--- src/dpc_pkg.sv ---
// constants, field positions and carrier types for the dual port controller
// assumes a single 50 MHz clock and a bus of active-low processor control pins
package dpc_pkg;
   localparam int DPC_DW = 8;
   localparam int DPC_PORT_A = 0;
   localparam int DPC_PORT_B = 1;
   // mode codes
   localparam logic [1:0] DPC_MODE_OUT = 2'h0;
   localparam logic [1:0] DPC_MODE_IN = 2'h1;
   localparam logic [1:0] DPC_MODE_BIDIR = 2'h2;
   localparam logic [1:0] DPC_MODE_BIT = 2'h3;
   // control word tags and fields
   localparam logic [3:0] DPC_CW_MODE_TAG = 4'hf;
   localparam logic [3:0] DPC_CW_INTCTL_TAG = 4'h7;
   localparam logic [3:0] DPC_CW_INTEN_TAG = 4'h3;
   localparam int DPC_CW_MODE_HI = 7;
   localparam int DPC_CW_MODE_LO = 6;
   localparam int DPC_CW_FUNC_BIT = 7;
   localparam int DPC_CW_IEN_BIT = 6;
   localparam int DPC_CW_LEVEL_BIT = 5;
   localparam int DPC_CW_MASKNEXT_BIT = 4;
   localparam int DPC_CW_ENONLY_BIT = 7;
   localparam int DPC_VEC_FLAG_BIT = 0;
   // return-from-interrupt opcode pair
   localparam logic [7:0] DPC_RETURN_FROM_INTERRUPT_OPCODE_PREFIX = 8'hed;
   localparam logic [7:0] DPC_RETURN_FROM_INTERRUPT_OPCODE_CODE = 8'h4d;
   // reset values
   localparam logic [1:0] DPC_MODE_RST = DPC_MODE_IN;
   localparam logic [7:0] DPC_DIR_RST = 8'h00;
   localparam logic [7:0] DPC_MASK_RST = 8'hff;
   localparam logic [7:0] DPC_VEC_RST = 8'h00;
   localparam logic [7:0] DPC_BYTE_RST = 8'h00;

   typedef enum logic [1:0] {
      DPC_IS_IDLE = 2'b01,
      DPC_IS_SERV = 2'b10
   } dpc_isr_t;

   typedef struct packed {
      logic chip_enable_n;
      logic io_request_n;
      logic read_n;
      logic machine_cycle_n;
      logic port_b_select;
      logic control_select;
      logic [7:0] data;
   } dpc_bus_t;

   typedef struct packed {
      logic [7:0] dout;
      logic [7:0] oe;
   } dpc_pins_t;
endpackage

--- src/dpc_sync2.sv ---
// two flip-flop synchroniser for a bundle of asynchronous levels
// assumes each bit is an independent level; no multi-bit coherence
`timescale 1ns/1ps
module dpc_sync2 #(
   parameter int W = 8
) (
   // clock and reset
   input wire logic clock,
   input wire logic srst,
   // levels
   input wire logic [W-1:0] async_in,
   output logic [W-1:0] sync_out
);
   logic [W-1:0] meta_q;
   logic [W-1:0] meta_d;
   logic [W-1:0] sync_q;
   logic [W-1:0] sync_d;

   // ==================================================================
   // stages
   // the first stage only feeds the second; reset value is all ones,
   // which is the idle level of every active-low input here
   always_comb begin
      meta_d = async_in;
      sync_d = meta_q;
   end

   always_ff @(posedge clock) begin
      if (srst) begin
         meta_q <= '1;
         sync_q <= '1;
      end else begin
         meta_q <= meta_d;
         sync_q <= sync_d;
      end
   end

   assign sync_out = sync_q;
endmodule // dpc_sync2

--- src/dpc_top.sv ---
// dual 8-bit parallel port controller with daisy-chained interrupts
// assumes processor pins and peripheral pins are asynchronous to clock
`timescale 1ns/1ps
module dpc_top (
   // clock and reset
   input wire logic clock,
   input wire logic srst,
   // processor bus
   input wire dpc_pkg::dpc_bus_t bus_in,
   output logic [7:0] data_out,
   output logic data_oe,
   output logic int_out,
   output logic int_oe,
   // priority chain
   input wire logic chain_enable_in,
   output logic chain_enable_out,
   // port A
   input wire logic [7:0] port_a_in,
   output dpc_pkg::dpc_pins_t port_a_pins,
   input wire logic port_a_strobe_in_n,
   output logic port_a_ready_out,
   // port B
   input wire logic [7:0] port_b_in,
   output dpc_pkg::dpc_pins_t port_b_pins,
   input wire logic port_b_strobe_in_n,
   output logic port_b_ready_out
);
   import dpc_pkg::*;

   localparam int SW = $bits(dpc_bus_t) + 2 + 2 * DPC_DW + 1;

   // synchronised inputs
   logic [SW-1:0] sync_v;
   dpc_bus_t s;
   logic [1:0] stb_s;
   logic [7:0] pin_s [2];
   logic chain_s;

   // per-port state
   logic [1:0] mode_q [2], mode_d [2];
   logic [7:0] dir_q [2], dir_d [2];
   logic [7:0] mask_q [2], mask_d [2];
   logic [7:0] vec_q [2], vec_d [2];
   logic [7:0] out_q [2], out_d [2];
   logic [7:0] in_q [2], in_d [2];
   logic [1:0] func_and_q, func_and_d, lvl_high_q, lvl_high_d, ien_q, ien_d;
   logic [1:0] want_dir_q, want_dir_d, want_mask_q, want_mask_d;
   logic [1:0] out_full_q, out_full_d, in_full_q, in_full_d;
   logic [1:0] pend_q, pend_d, match_prev_q, match_prev_d, stb_prev_q, stb_prev_d;
   dpc_isr_t isr_q [2], isr_d [2];

   // bus-side state
   logic armed_q, armed_d, wr_prev_q, wr_prev_d, rd_prev_q, rd_prev_d;
   logic rd_port_q, rd_port_d, rd_ctrl_q, rd_ctrl_d;
   logic ack_prev_q, ack_prev_d, fetch_prev_q, fetch_prev_d;
   logic prefix_q, prefix_d, m1_prev_q, m1_prev_d, seen_q, seen_d;
   logic soft_rst_q, soft_rst_d, int_oe_q, int_oe_d, bus_oe_q, bus_oe_d;
   logic [7:0] op_q, op_d, data_out_q, data_out_d;

   // decoded strobes
   logic wr_act, rd_act, ack_act, fetch_act, m1_low;
   logic wr_pulse, rd_end, ack_rise, fetch_end, return_from_interrupt_opcode_hit, a_bidir;
   logic [1:0] serv, stb_low, stb_rise, match, ev, int_ok;

   // ==================================================================
   // input synchronisers
   dpc_sync2 #(.W(SW)) u_sync (
      .clock(clock),
      .srst(srst),
      .async_in({bus_in, port_a_strobe_in_n, port_b_strobe_in_n, port_a_in, port_b_in,
                 chain_enable_in}),
      .sync_out(sync_v)
   );

   assign s = dpc_bus_t'(sync_v[SW-1 -: $bits(dpc_bus_t)]);
   // port A strobe sits one bit above port B in the bundle; index by port number
   assign stb_s = ~{sync_v[2*DPC_DW+1], sync_v[2*DPC_DW+2]};
   assign pin_s[DPC_PORT_A] = sync_v[2*DPC_DW -: DPC_DW];
   assign pin_s[DPC_PORT_B] = sync_v[DPC_DW -: DPC_DW];
   assign chain_s = sync_v[0];

   // ==================================================================
   // bus cycle decode
   // stb_s is active high after the inversion above
   assign wr_act = !s.chip_enable_n && !s.io_request_n && s.read_n
                   && s.machine_cycle_n;
   assign rd_act = !s.chip_enable_n && !s.io_request_n && !s.read_n;
   assign ack_act = !s.io_request_n && !s.machine_cycle_n;
   assign fetch_act = !s.machine_cycle_n && !s.read_n;
   assign m1_low = !s.machine_cycle_n;
   assign wr_pulse = wr_act && !wr_prev_q;
   assign rd_end = !rd_act && rd_prev_q;
   assign ack_rise = ack_act && !ack_prev_q;
   assign fetch_end = !fetch_act && fetch_prev_q;
   assign return_from_interrupt_opcode_hit = fetch_end && prefix_q && (op_q == DPC_RETURN_FROM_INTERRUPT_OPCODE_CODE);
   assign a_bidir = (mode_q[DPC_PORT_A] == DPC_MODE_BIDIR);

   // match on active level, OR of any or AND of all unmasked lines
   function automatic logic level_match(input logic [7:0] pins, input logic [7:0] msk,
                                        input logic hi, input logic and_f);
      logic [7:0] act;
      act = hi ? pins : ~pins;
      if (and_f)
         level_match = (&(act | msk)) && (|(~msk));
      else
         level_match = |(act & ~msk);
   endfunction

   // ==================================================================
   // derived per-port levels
   always_comb begin
      for (int p = 0; p < 2; p++) begin
         serv[p] = (isr_q[p] == DPC_IS_SERV);
         stb_low[p] = stb_s[p] && (mode_q[p] != DPC_MODE_BIT);
         stb_rise[p] = !stb_s[p] && stb_prev_q[p] && (mode_q[p] != DPC_MODE_BIT);
         match[p] = level_match(pin_s[p], mask_q[p], lvl_high_q[p], func_and_q[p]);
      end
      // port A request outranks port B and a serviced A blocks B
      int_ok[DPC_PORT_A] = pend_q[DPC_PORT_A] && !serv[DPC_PORT_A];
      int_ok[DPC_PORT_B] = pend_q[DPC_PORT_B] && !serv[DPC_PORT_A] && !serv[DPC_PORT_B];
   end

   // ==================================================================
   // next-state logic for ports, interrupts and bus answers
   always_comb begin
      logic sel;
      logic [7:0] w;
      int win;
      sel = 1'b0;
      w = s.data;
      win = DPC_PORT_B;
      mode_d = mode_q; dir_d = dir_q; mask_d = mask_q; vec_d = vec_q;
      out_d = out_q; in_d = in_q; isr_d = isr_q;
      func_and_d = func_and_q; lvl_high_d = lvl_high_q; ien_d = ien_q;
      want_dir_d = want_dir_q; want_mask_d = want_mask_q;
      out_full_d = out_full_q; in_full_d = in_full_q; pend_d = pend_q;
      match_prev_d = match; stb_prev_d = stb_s;
      ev = 2'b00;
      armed_d = armed_q || m1_low;
      wr_prev_d = wr_act; rd_prev_d = rd_act; ack_prev_d = ack_act;
      fetch_prev_d = fetch_act; m1_prev_d = m1_low;
      rd_port_d = rd_act ? s.port_b_select : rd_port_q;
      rd_ctrl_d = rd_act ? s.control_select : rd_ctrl_q;
      op_d = fetch_act ? s.data : op_q;
      prefix_d = fetch_end ? (op_q == DPC_RETURN_FROM_INTERRUPT_OPCODE_PREFIX) : prefix_q;
      // reset when machine cycle ends without read or io request seen
      seen_d = m1_low ? (seen_q || !s.read_n || !s.io_request_n) : 1'b0;
      soft_rst_d = m1_prev_q && !m1_low && !seen_q;
      data_out_d = data_out_q;
      bus_oe_d = rd_act || (ack_act && bus_oe_q);

      for (int p = 0; p < 2; p++) begin
         sel = (s.port_b_select == 1'(p));
         // processor read ends: input register counts as empty again
         if (rd_end && rd_port_q == 1'(p) && !rd_ctrl_q)
            in_full_d[p] = 1'b0;
         // peripheral handshake by mode
         case (mode_q[p])
            DPC_MODE_OUT: begin
               if (stb_rise[p]) begin
                  out_full_d[p] = 1'b0;
                  ev[p] = 1'b1;
               end
            end
            DPC_MODE_IN: begin
               if (stb_low[p] && !in_full_q[p])
                  in_d[p] = pin_s[p];
               if (stb_rise[p]) begin
                  in_full_d[p] = 1'b1;
                  ev[p] = 1'b1;
               end
            end
            DPC_MODE_BIDIR: begin
               // port A strobe acks output, port B strobe loads input
               if (p == DPC_PORT_A && stb_rise[DPC_PORT_A]) begin
                  out_full_d[p] = 1'b0;
                  ev[DPC_PORT_A] = 1'b1;
               end
               if (p == DPC_PORT_A && stb_s[DPC_PORT_B] && !in_full_q[p])
                  in_d[p] = pin_s[p];
               if (p == DPC_PORT_A && !stb_s[DPC_PORT_B] && stb_prev_q[DPC_PORT_B]) begin
                  in_full_d[p] = 1'b1;
                  ev[DPC_PORT_B] = 1'b1;
               end
            end
            DPC_MODE_BIT: begin
               // input register freezes while a read is in progress
               if (!rd_act)
                  in_d[p] = pin_s[p];
               // port B is not polled while A runs bidirectional
               if (!(p == DPC_PORT_B && a_bidir) && match[p] && !match_prev_q[p])
                  ev[p] = 1'b1;
            end
            default: begin
               in_d[p] = in_q[p];
            end
         endcase
         // control words
         if (wr_pulse && sel && s.control_select) begin
            if (want_dir_q[p]) begin
               dir_d[p] = w;
               want_dir_d[p] = 1'b0;
            end else if (want_mask_q[p]) begin
               mask_d[p] = w;
               want_mask_d[p] = 1'b0;
            end else if (w[3:0] == DPC_CW_MODE_TAG) begin
               mode_d[p] = w[DPC_CW_MODE_HI:DPC_CW_MODE_LO];
               want_dir_d[p] = (w[DPC_CW_MODE_HI:DPC_CW_MODE_LO] == DPC_MODE_BIT);
               out_full_d[p] = 1'b0;
               in_full_d[p] = 1'b0;
            end else if (!w[DPC_VEC_FLAG_BIT]) begin
               vec_d[p] = w;
            end else if (w[3:0] == DPC_CW_INTCTL_TAG) begin
               func_and_d[p] = w[DPC_CW_FUNC_BIT];
               lvl_high_d[p] = w[DPC_CW_LEVEL_BIT];
               want_mask_d[p] = w[DPC_CW_MASKNEXT_BIT];
               ien_d[p] = w[DPC_CW_IEN_BIT];
               armed_d = 1'b0;
            end else if (w[3:0] == DPC_CW_INTEN_TAG) begin
               ien_d[p] = w[DPC_CW_ENONLY_BIT];
               armed_d = 1'b0;
            end
         end
         // data write after the handshake so a load beats a same-cycle ack
         if (wr_pulse && sel && !s.control_select) begin
            out_d[p] = w;
            if (mode_q[p] != DPC_MODE_BIT)
               out_full_d[p] = 1'b1;
         end
      end

      // return-from-interrupt ends the highest service level first
      if (return_from_interrupt_opcode_hit) begin
         if (serv[DPC_PORT_A])
            isr_d[DPC_PORT_A] = DPC_IS_IDLE;
         else
            isr_d[DPC_PORT_B] = DPC_IS_IDLE;
      end
      // acknowledge: highest pending port drives its vector
      if (ack_rise && chain_s && |int_ok) begin
         win = int_ok[DPC_PORT_A] ? DPC_PORT_A : DPC_PORT_B;
         pend_d[win] = 1'b0;
         isr_d[win] = DPC_IS_SERV;
         data_out_d = {vec_q[win][7:1], 1'b0};
         bus_oe_d = 1'b1;
      end else if (rd_act) begin
         data_out_d = DPC_BYTE_RST;
         for (int p = 0; p < 2; p++) begin
            if (s.port_b_select == 1'(p) && !s.control_select) begin
               if (mode_q[p] == DPC_MODE_BIT)
                  data_out_d = (out_q[p] & dir_q[p]) | (in_q[p] & ~dir_q[p]);
               else if (mode_q[p] == DPC_MODE_OUT)
                  data_out_d = out_q[p];
               else
                  data_out_d = in_q[p];
            end
         end
      end
      // a new event sets pending after any acknowledge clear
      for (int p = 0; p < 2; p++) begin
         if (ev[p] && ien_q[p])
            pend_d[p] = 1'b1;
      end
      int_oe_d = armed_q && chain_s && |int_ok;
   end

   // ==================================================================
   // state registers
   always_ff @(posedge clock) begin
      if (srst || soft_rst_q) begin
         for (int p = 0; p < 2; p++) begin
            mode_q[p] <= DPC_MODE_RST;
            dir_q[p] <= DPC_DIR_RST;
            mask_q[p] <= DPC_MASK_RST;
            vec_q[p] <= DPC_VEC_RST;
            out_q[p] <= DPC_BYTE_RST;
            in_q[p] <= DPC_BYTE_RST;
            isr_q[p] <= DPC_IS_IDLE;
         end
         func_and_q <= '0; lvl_high_q <= '0; ien_q <= '0;
         want_dir_q <= '0; want_mask_q <= '0;
         out_full_q <= '0; in_full_q <= '0; pend_q <= '0;
         match_prev_q <= '0; stb_prev_q <= '0;
         armed_q <= 1'b0; wr_prev_q <= 1'b0; rd_prev_q <= 1'b0;
         rd_port_q <= 1'b0; rd_ctrl_q <= 1'b0; ack_prev_q <= 1'b0;
         fetch_prev_q <= 1'b0; prefix_q <= 1'b0; m1_prev_q <= 1'b0;
         seen_q <= 1'b0; soft_rst_q <= 1'b0; int_oe_q <= 1'b0; bus_oe_q <= 1'b0;
         op_q <= DPC_BYTE_RST; data_out_q <= DPC_BYTE_RST;
      end else begin
         mode_q <= mode_d; dir_q <= dir_d; mask_q <= mask_d; vec_q <= vec_d;
         out_q <= out_d; in_q <= in_d; isr_q <= isr_d;
         func_and_q <= func_and_d; lvl_high_q <= lvl_high_d; ien_q <= ien_d;
         want_dir_q <= want_dir_d; want_mask_q <= want_mask_d;
         out_full_q <= out_full_d; in_full_q <= in_full_d; pend_q <= pend_d;
         match_prev_q <= match_prev_d; stb_prev_q <= stb_prev_d;
         armed_q <= armed_d; wr_prev_q <= wr_prev_d; rd_prev_q <= rd_prev_d;
         rd_port_q <= rd_port_d; rd_ctrl_q <= rd_ctrl_d; ack_prev_q <= ack_prev_d;
         fetch_prev_q <= fetch_prev_d; prefix_q <= prefix_d; m1_prev_q <= m1_prev_d;
         seen_q <= seen_d; soft_rst_q <= soft_rst_d; int_oe_q <= int_oe_d;
         bus_oe_q <= bus_oe_d; op_q <= op_d; data_out_q <= data_out_d;
      end
   end

   // ==================================================================
   // outputs
   // ready by mode; port B follows port A's input side in bidir
   always_comb begin
      case (mode_q[DPC_PORT_A])
         DPC_MODE_OUT: port_a_ready_out = out_full_q[DPC_PORT_A];
         DPC_MODE_IN: port_a_ready_out = !in_full_q[DPC_PORT_A];
         DPC_MODE_BIDIR: port_a_ready_out = out_full_q[DPC_PORT_A];
         default: port_a_ready_out = 1'b0;
      endcase
      if (a_bidir)
         port_b_ready_out = !in_full_q[DPC_PORT_A];
      else if (mode_q[DPC_PORT_B] == DPC_MODE_OUT)
         port_b_ready_out = out_full_q[DPC_PORT_B];
      else if (mode_q[DPC_PORT_B] == DPC_MODE_IN)
         port_b_ready_out = !in_full_q[DPC_PORT_B];
      else
         port_b_ready_out = 1'b0;
   end

   // pin drivers; bidir drives A only while its strobe is low
   always_comb begin
      port_a_pins.dout = out_q[DPC_PORT_A];
      port_b_pins.dout = out_q[DPC_PORT_B];
      case (mode_q[DPC_PORT_A])
         DPC_MODE_OUT: port_a_pins.oe = '1;
         DPC_MODE_BIDIR: port_a_pins.oe = {DPC_DW{stb_s[DPC_PORT_A]}};
         DPC_MODE_BIT: port_a_pins.oe = dir_q[DPC_PORT_A];
         default: port_a_pins.oe = '0;
      endcase
      case (mode_q[DPC_PORT_B])
         DPC_MODE_OUT: port_b_pins.oe = '1;
         DPC_MODE_BIT: port_b_pins.oe = dir_q[DPC_PORT_B];
         default: port_b_pins.oe = '0;
      endcase
   end

   assign data_out = data_out_q;
   assign data_oe = bus_oe_q;
   assign int_out = 1'b0;
   assign int_oe = int_oe_q;
   assign chain_enable_out = chain_s && !(|serv);

   // ==================================================================
   // checks
   AST_BIT_READY_LOW: assert property (@(posedge clock) disable iff (srst)
      mode_q[DPC_PORT_A] == DPC_MODE_BIT |-> !port_a_ready_out)
      else $error("ready high in bit mode");
   AST_VECTOR_BIT0: assert property (@(posedge clock) disable iff (srst)
      ack_rise && chain_s && |int_ok |=> data_out_q[0] == 1'b0 && bus_oe_q)
      else $error("vector bit 0 not zero");
   AST_CHAIN_OUT: assert property (@(posedge clock) disable iff (srst)
      serv != 2'b00 |-> !chain_enable_out)
      else $error("chain out high while in service");
   AST_CHAIN_BLOCKS: assert property (@(posedge clock) disable iff (srst)
      !chain_s |=> !int_oe_q)
      else $error("request raised while chain disabled");
   AST_ARM_M1: assert property (@(posedge clock) disable iff (srst)
      $rose(armed_q) |-> $past(m1_low))
      else $error("armed without machine cycle");
   AST_A_FIRST: assert property (@(posedge clock) disable iff (srst || soft_rst_q)
      ack_rise && chain_s && int_ok[DPC_PORT_A] |=> isr_q[DPC_PORT_A] == DPC_IS_SERV
         && $stable(isr_q[DPC_PORT_B]))
      else $error("port A did not win the acknowledge");
   AST_OUT_READY: assert property (@(posedge clock) disable iff (srst || soft_rst_q)
      wr_pulse && !s.port_b_select && !s.control_select
         && mode_q[DPC_PORT_A] == DPC_MODE_OUT |=> port_a_ready_out)
      else $error("ready not raised after output load");
   AST_IN_LATCH: assert property (@(posedge clock) disable iff (srst || soft_rst_q)
      mode_q[DPC_PORT_A] == DPC_MODE_IN && stb_s[DPC_PORT_A] && !in_full_q[DPC_PORT_A]
         |=> in_q[DPC_PORT_A] == $past(pin_s[DPC_PORT_A]))
      else $error("input register missed strobe data");
   AST_SOFT_RESET: assert property (@(posedge clock) disable iff (srst)
      soft_rst_q |=> mode_q[DPC_PORT_A] == DPC_MODE_RST && pend_q == 2'b00)
      else $error("machine cycle reset did not clear state");
endmodule // dpc_top

--- config.mk ---
export PLATFORM = sky130hd
export DESIGN_NAME = dpc_top
export DESIGN_NICKNAME = d
export VERILOG_FILES = /design/src/dpc_pkg.sv /design/src/dpc_sync2.sv /design/src/dpc_top.sv
export SDC_FILE = /design/constraint.sdc
export NUM_CORES = 1
export LEC_CHECK = 0
export ABC_AREA = 1
export BUFFER_PORTS_ARGS = -buffer_cell sky130_fd_sc_hd__buf_2
export CAP_MARGIN = 0
export CORE_UTILIZATION = 55
export DETAILED_ROUTE_END_ITERATION = 16
export PLACE_DENSITY = 0.75
export SYNTH_ARGS = -nofsm -noshare
export SYNTH_HDL_FRONTEND = slang
export SYNTH_HIERARCHICAL = 1
export SYNTH_SLANG_ARGS = --single-unit
--- constraint.sdc ---
create_clock -name clock -period 3.2 [get_ports clock]
set_clock_uncertainty 0.15 [all_clocks]
set_input_delay 0.32 -clock clock [delete_from_list [all_inputs] [get_ports clock]]
set_output_delay 0.32 -clock clock [all_outputs]
set_load 0.02 [all_outputs]
==> run summary <==
Traced cell by cell, the critical path runs through ha_1 > inv_1 > nand3_1 > o21ai_0 > buf_2. The dominant cell by count in the synthesized netlist is nand2_1. The detail route stage leaves a number of antenna-violating nets equal to 0.

The leakage power summed over all cells came out at 0.004757 uW. The layout net count came out at 1228. The type of element capturing the critical path is an output port. The portion of the post-synthesis area used by sequential elements is 49.33%. The fraction of final layout cells sized beyond drive strength 1 came out at 11.34%. The sort of element at the start of the critical path is a flop. The number of levels the H-tree was split into is 1.

The largest fanout of any net on the critical path is 12. The total routed wirelength came out at 21830 um. The pin slew with the least headroom to its limit is 0.9901 ns. For this run, the total global-route usage over all layers was measured as 29.19%.

The startpoint identified for the worst hold timing path is srst. The class of the tightest hold or removal check is input pin to flop. TritonCTS built the clock tree. The commonest register cell after synthesis is dfxtp_1. The synthesized design spends more area on one cell type than any other, namely dfxtp_1. The number of buffers inserted by port buffering came out at 79. The wire length of the first global-routing pass is 34190 um.

The average footprint of a synthesized cell came out at 7.498 sq um. The commonest cells after synthesis are 258 x nand2_1, 201 x dfxtp_1, 162 x inv_1. The count of final hold-check violations came out at 0. The cell area after technology mapping is 8158 sq um. Setup violations remaining at the end of the flow were counted as 0. The number of clock sinks came out at 201. The floorplan has 44 rows. After synthesis, the largest area contributor takes up 49.33% of total cell area. The critical path arrival is 2.14 ns. The yosys synthesis warning count is 6. The final total negative setup slack is 0 ns.

No sink is reached through more buffers than the 3 on the longest clock path. The unique cell type count in the Yosys netlist came out at 44. The via count of the first global-routing pass is 6678.

The run finished with clean final reports. The critical path is of the flop to output port type. Setup repair after global routing left no endpoint under its margin. The average vias per placed instance came out at 5.396. The worst register-to-register path begins at mode_q[3]. The initial cell density of the core came out at 56.34%. After synthesis, the share of flip-flops with an asynchronous set or reset is 0%. The number of placed cells counting well taps came out at 1313. The timing-limited maximum frequency is 0.3833 GHz. The number of enable flip-flop cells after synthesis is 0. The number of gates resized after CTS was 0. The number of instances in the synthesized netlist is 1088. The flop and latch count out of synthesis is 201.

The floorplan die height is 123.8 um. The die covers 15320 sq um. The core region is 14480 sq um. The most critical setup path has its startpoint at mode_q[3]. The filler cells instantiated in the layout total 1234. The clock transition time at the flip-flop clock pins of the worst setup and hold paths came out at 0.06 ns.

The maximum number of pins on one net before global-route repair came out at 86. The share of the clock period used by the worst path is 81.54%. The slowest stage of the critical path belongs to the cell dfxtp_1.

The total half-perimeter wirelength after legalization and detailed placement came out at 14830 um. The critical path's largest stage delay came out at 0.54 ns. The worst path in the final design needs a cycle of 2.609 ns, including I/O delays and setup. The number of slew-limit violations in the final report is 0. The overall overflow remaining after global route is 0. The final hold slack is 0.1809 ns. The share of the core filled with cells in the final layout came out at 66.41%. The detailed router finished its first iteration with 651 violations. Dividing the detail-routed wire length by the instance count gives 15.78 um.

The routed layout has 7463 vias. The worst-skew pair later-pin latency is 0.50 ns. In this run, CTS created clock tree buffers numbering 21. The buffers inserted during post-CTS setup optimization came out at 0. Ranked by total cell area, the synthesized netlist is headed by dfxtp_1 49%, nand2_1 12%, inv_1 7.5%. Leaving out filler cells and counting taps, the final layout contains 1383. IR analysis of the VDD net gives a maximum drop of 441.7 uV. The number of hold-repair buffers added at the cts stage came out at 33. Clock tree synthesis selected as its root buffer the cell clkbuf_16. The total power divided by cell area came out at 541.0 nW/um^2. The first-pass detailed-route iteration total came out at 5.

The number of nets produced by synthesis came out at 1131. In this run the count of I/O pins placed on the die edge is 81. The horizontal die dimension is 123.8 um. The count of unresolved DRC violations after routing came out at 0.

The worst relative slew slack came out at 33.90%. The final RePlAce weighted congestion is 0.9544. Once placement finished, the instance area stood at 8611 sq um. The total non-filler cell area in the finished layout is 9615 sq um. The number of maximum-capacitance constraint violations is 0. The area growth from synthesis to layout is 17.87%.

The number of antenna diodes in the final layout is 0. The initial antenna violation count came to 0. The required time of the critical path is 2.73 ns.
==> cell usage in the layout, fill, tap and decap left out, types with 16 or more instances in the layout <==
cell	instances
nand2_1	258
nand3_1	45
buf_2	79
inv_1	162
dfxtp_1	201
dlygate4sd3_1	33
a21oi_1	121
nor2_1	43
clkbuf_16	21
o21ai_0	104
o211ai_1	16
==> power by group <==
| part | switching [uW] | leakage (uW) | internal [uW] | total (uW) |
|---|---|---|---|---|
| clock network | 968 | 0.000331 | 1410 | 2380 |
| registers | 40.1 | 0.00164 | 2560 | 2600 |
| logic | 139 | 0.00279 | 89.0 | 228 |
| total | 1150 | 0.00476 | 4050 | 5200 |
==> flip-flops by register name, indices dropped and copies added (netlist names), 4 cells and up <==
register / flops
vec_q: 14
u_sync/sync_out: 33
port_b_pins: 8
isr_q: 4
data_out: 8
port_a_pins: 8
u_sync/meta_q: 33
op_q: 8
dir_q: 16
mode_q: 4
in_q: 16
mask_q: 16
==> critical path: cells and delay by family (launching register included) <==
family / cells / cell delay [ns]
buffers and inverters: 2 / 0.40
AOI/OAI and AO/OA: 1 / 0.14
and+or+nand+nor: 1 / 0.12
DFF: 1 / 0.54
adders and majority gates: 1 / 0.44
==> per-layer routing <==
metal	GRT usage, %	part of all wire, %
met5	0	0
met4	13.63	4.4
met3	5.449	8.2
met2	45.52	44
met1	39.04	43
==> final cells by class <==
type                    count  area (sq um)  area share (%)
multi-input cells         673          3271           34.01
clock buffers              31         613.1           6.376
flip-flops and latches    201          4024           41.85
repair buffers            120         785.8           8.172
well taps                 184         230.2           2.394
clock inverters             6         61.31          0.6376
inverters                 168         630.6           6.558
==> worst paths after layout <==
path	end	cells after the start	slack, ns
worst min register to register	u_sync/sync_out[22]	2	0.26
worst min-delay path	pend_q[1]	4	0.18
worst max-delay path	port_a_ready_out	5	0.59
worst max register to register	data_out[7]	9	0.68
==> logic make-up after synthesis <==
group / after synthesis / share of synthesized area (%)
and+or+nand+nor: 384 / 19.71
AOI/OAI and AO/OA: 272 / 18.16
buffers and inverters: 214 / 10.67
adders and majority gates: 8 / 1.227
DFF: 201 / 49.33
other: 1 / 0.04597
xor gates and xnor gates: 8 / 0.8589
==> through the flow <==
step,setup WS [ns],power [uW]
after floorplan,1.146,2772
after global placement,0.8685,2840
after detailed placement,0.7522,2844
after CTS,0.5923,5227
after global routing,0.3966,5356
final,0.5909,5202
No activity file was read; power rests on OpenSTA's default activity.
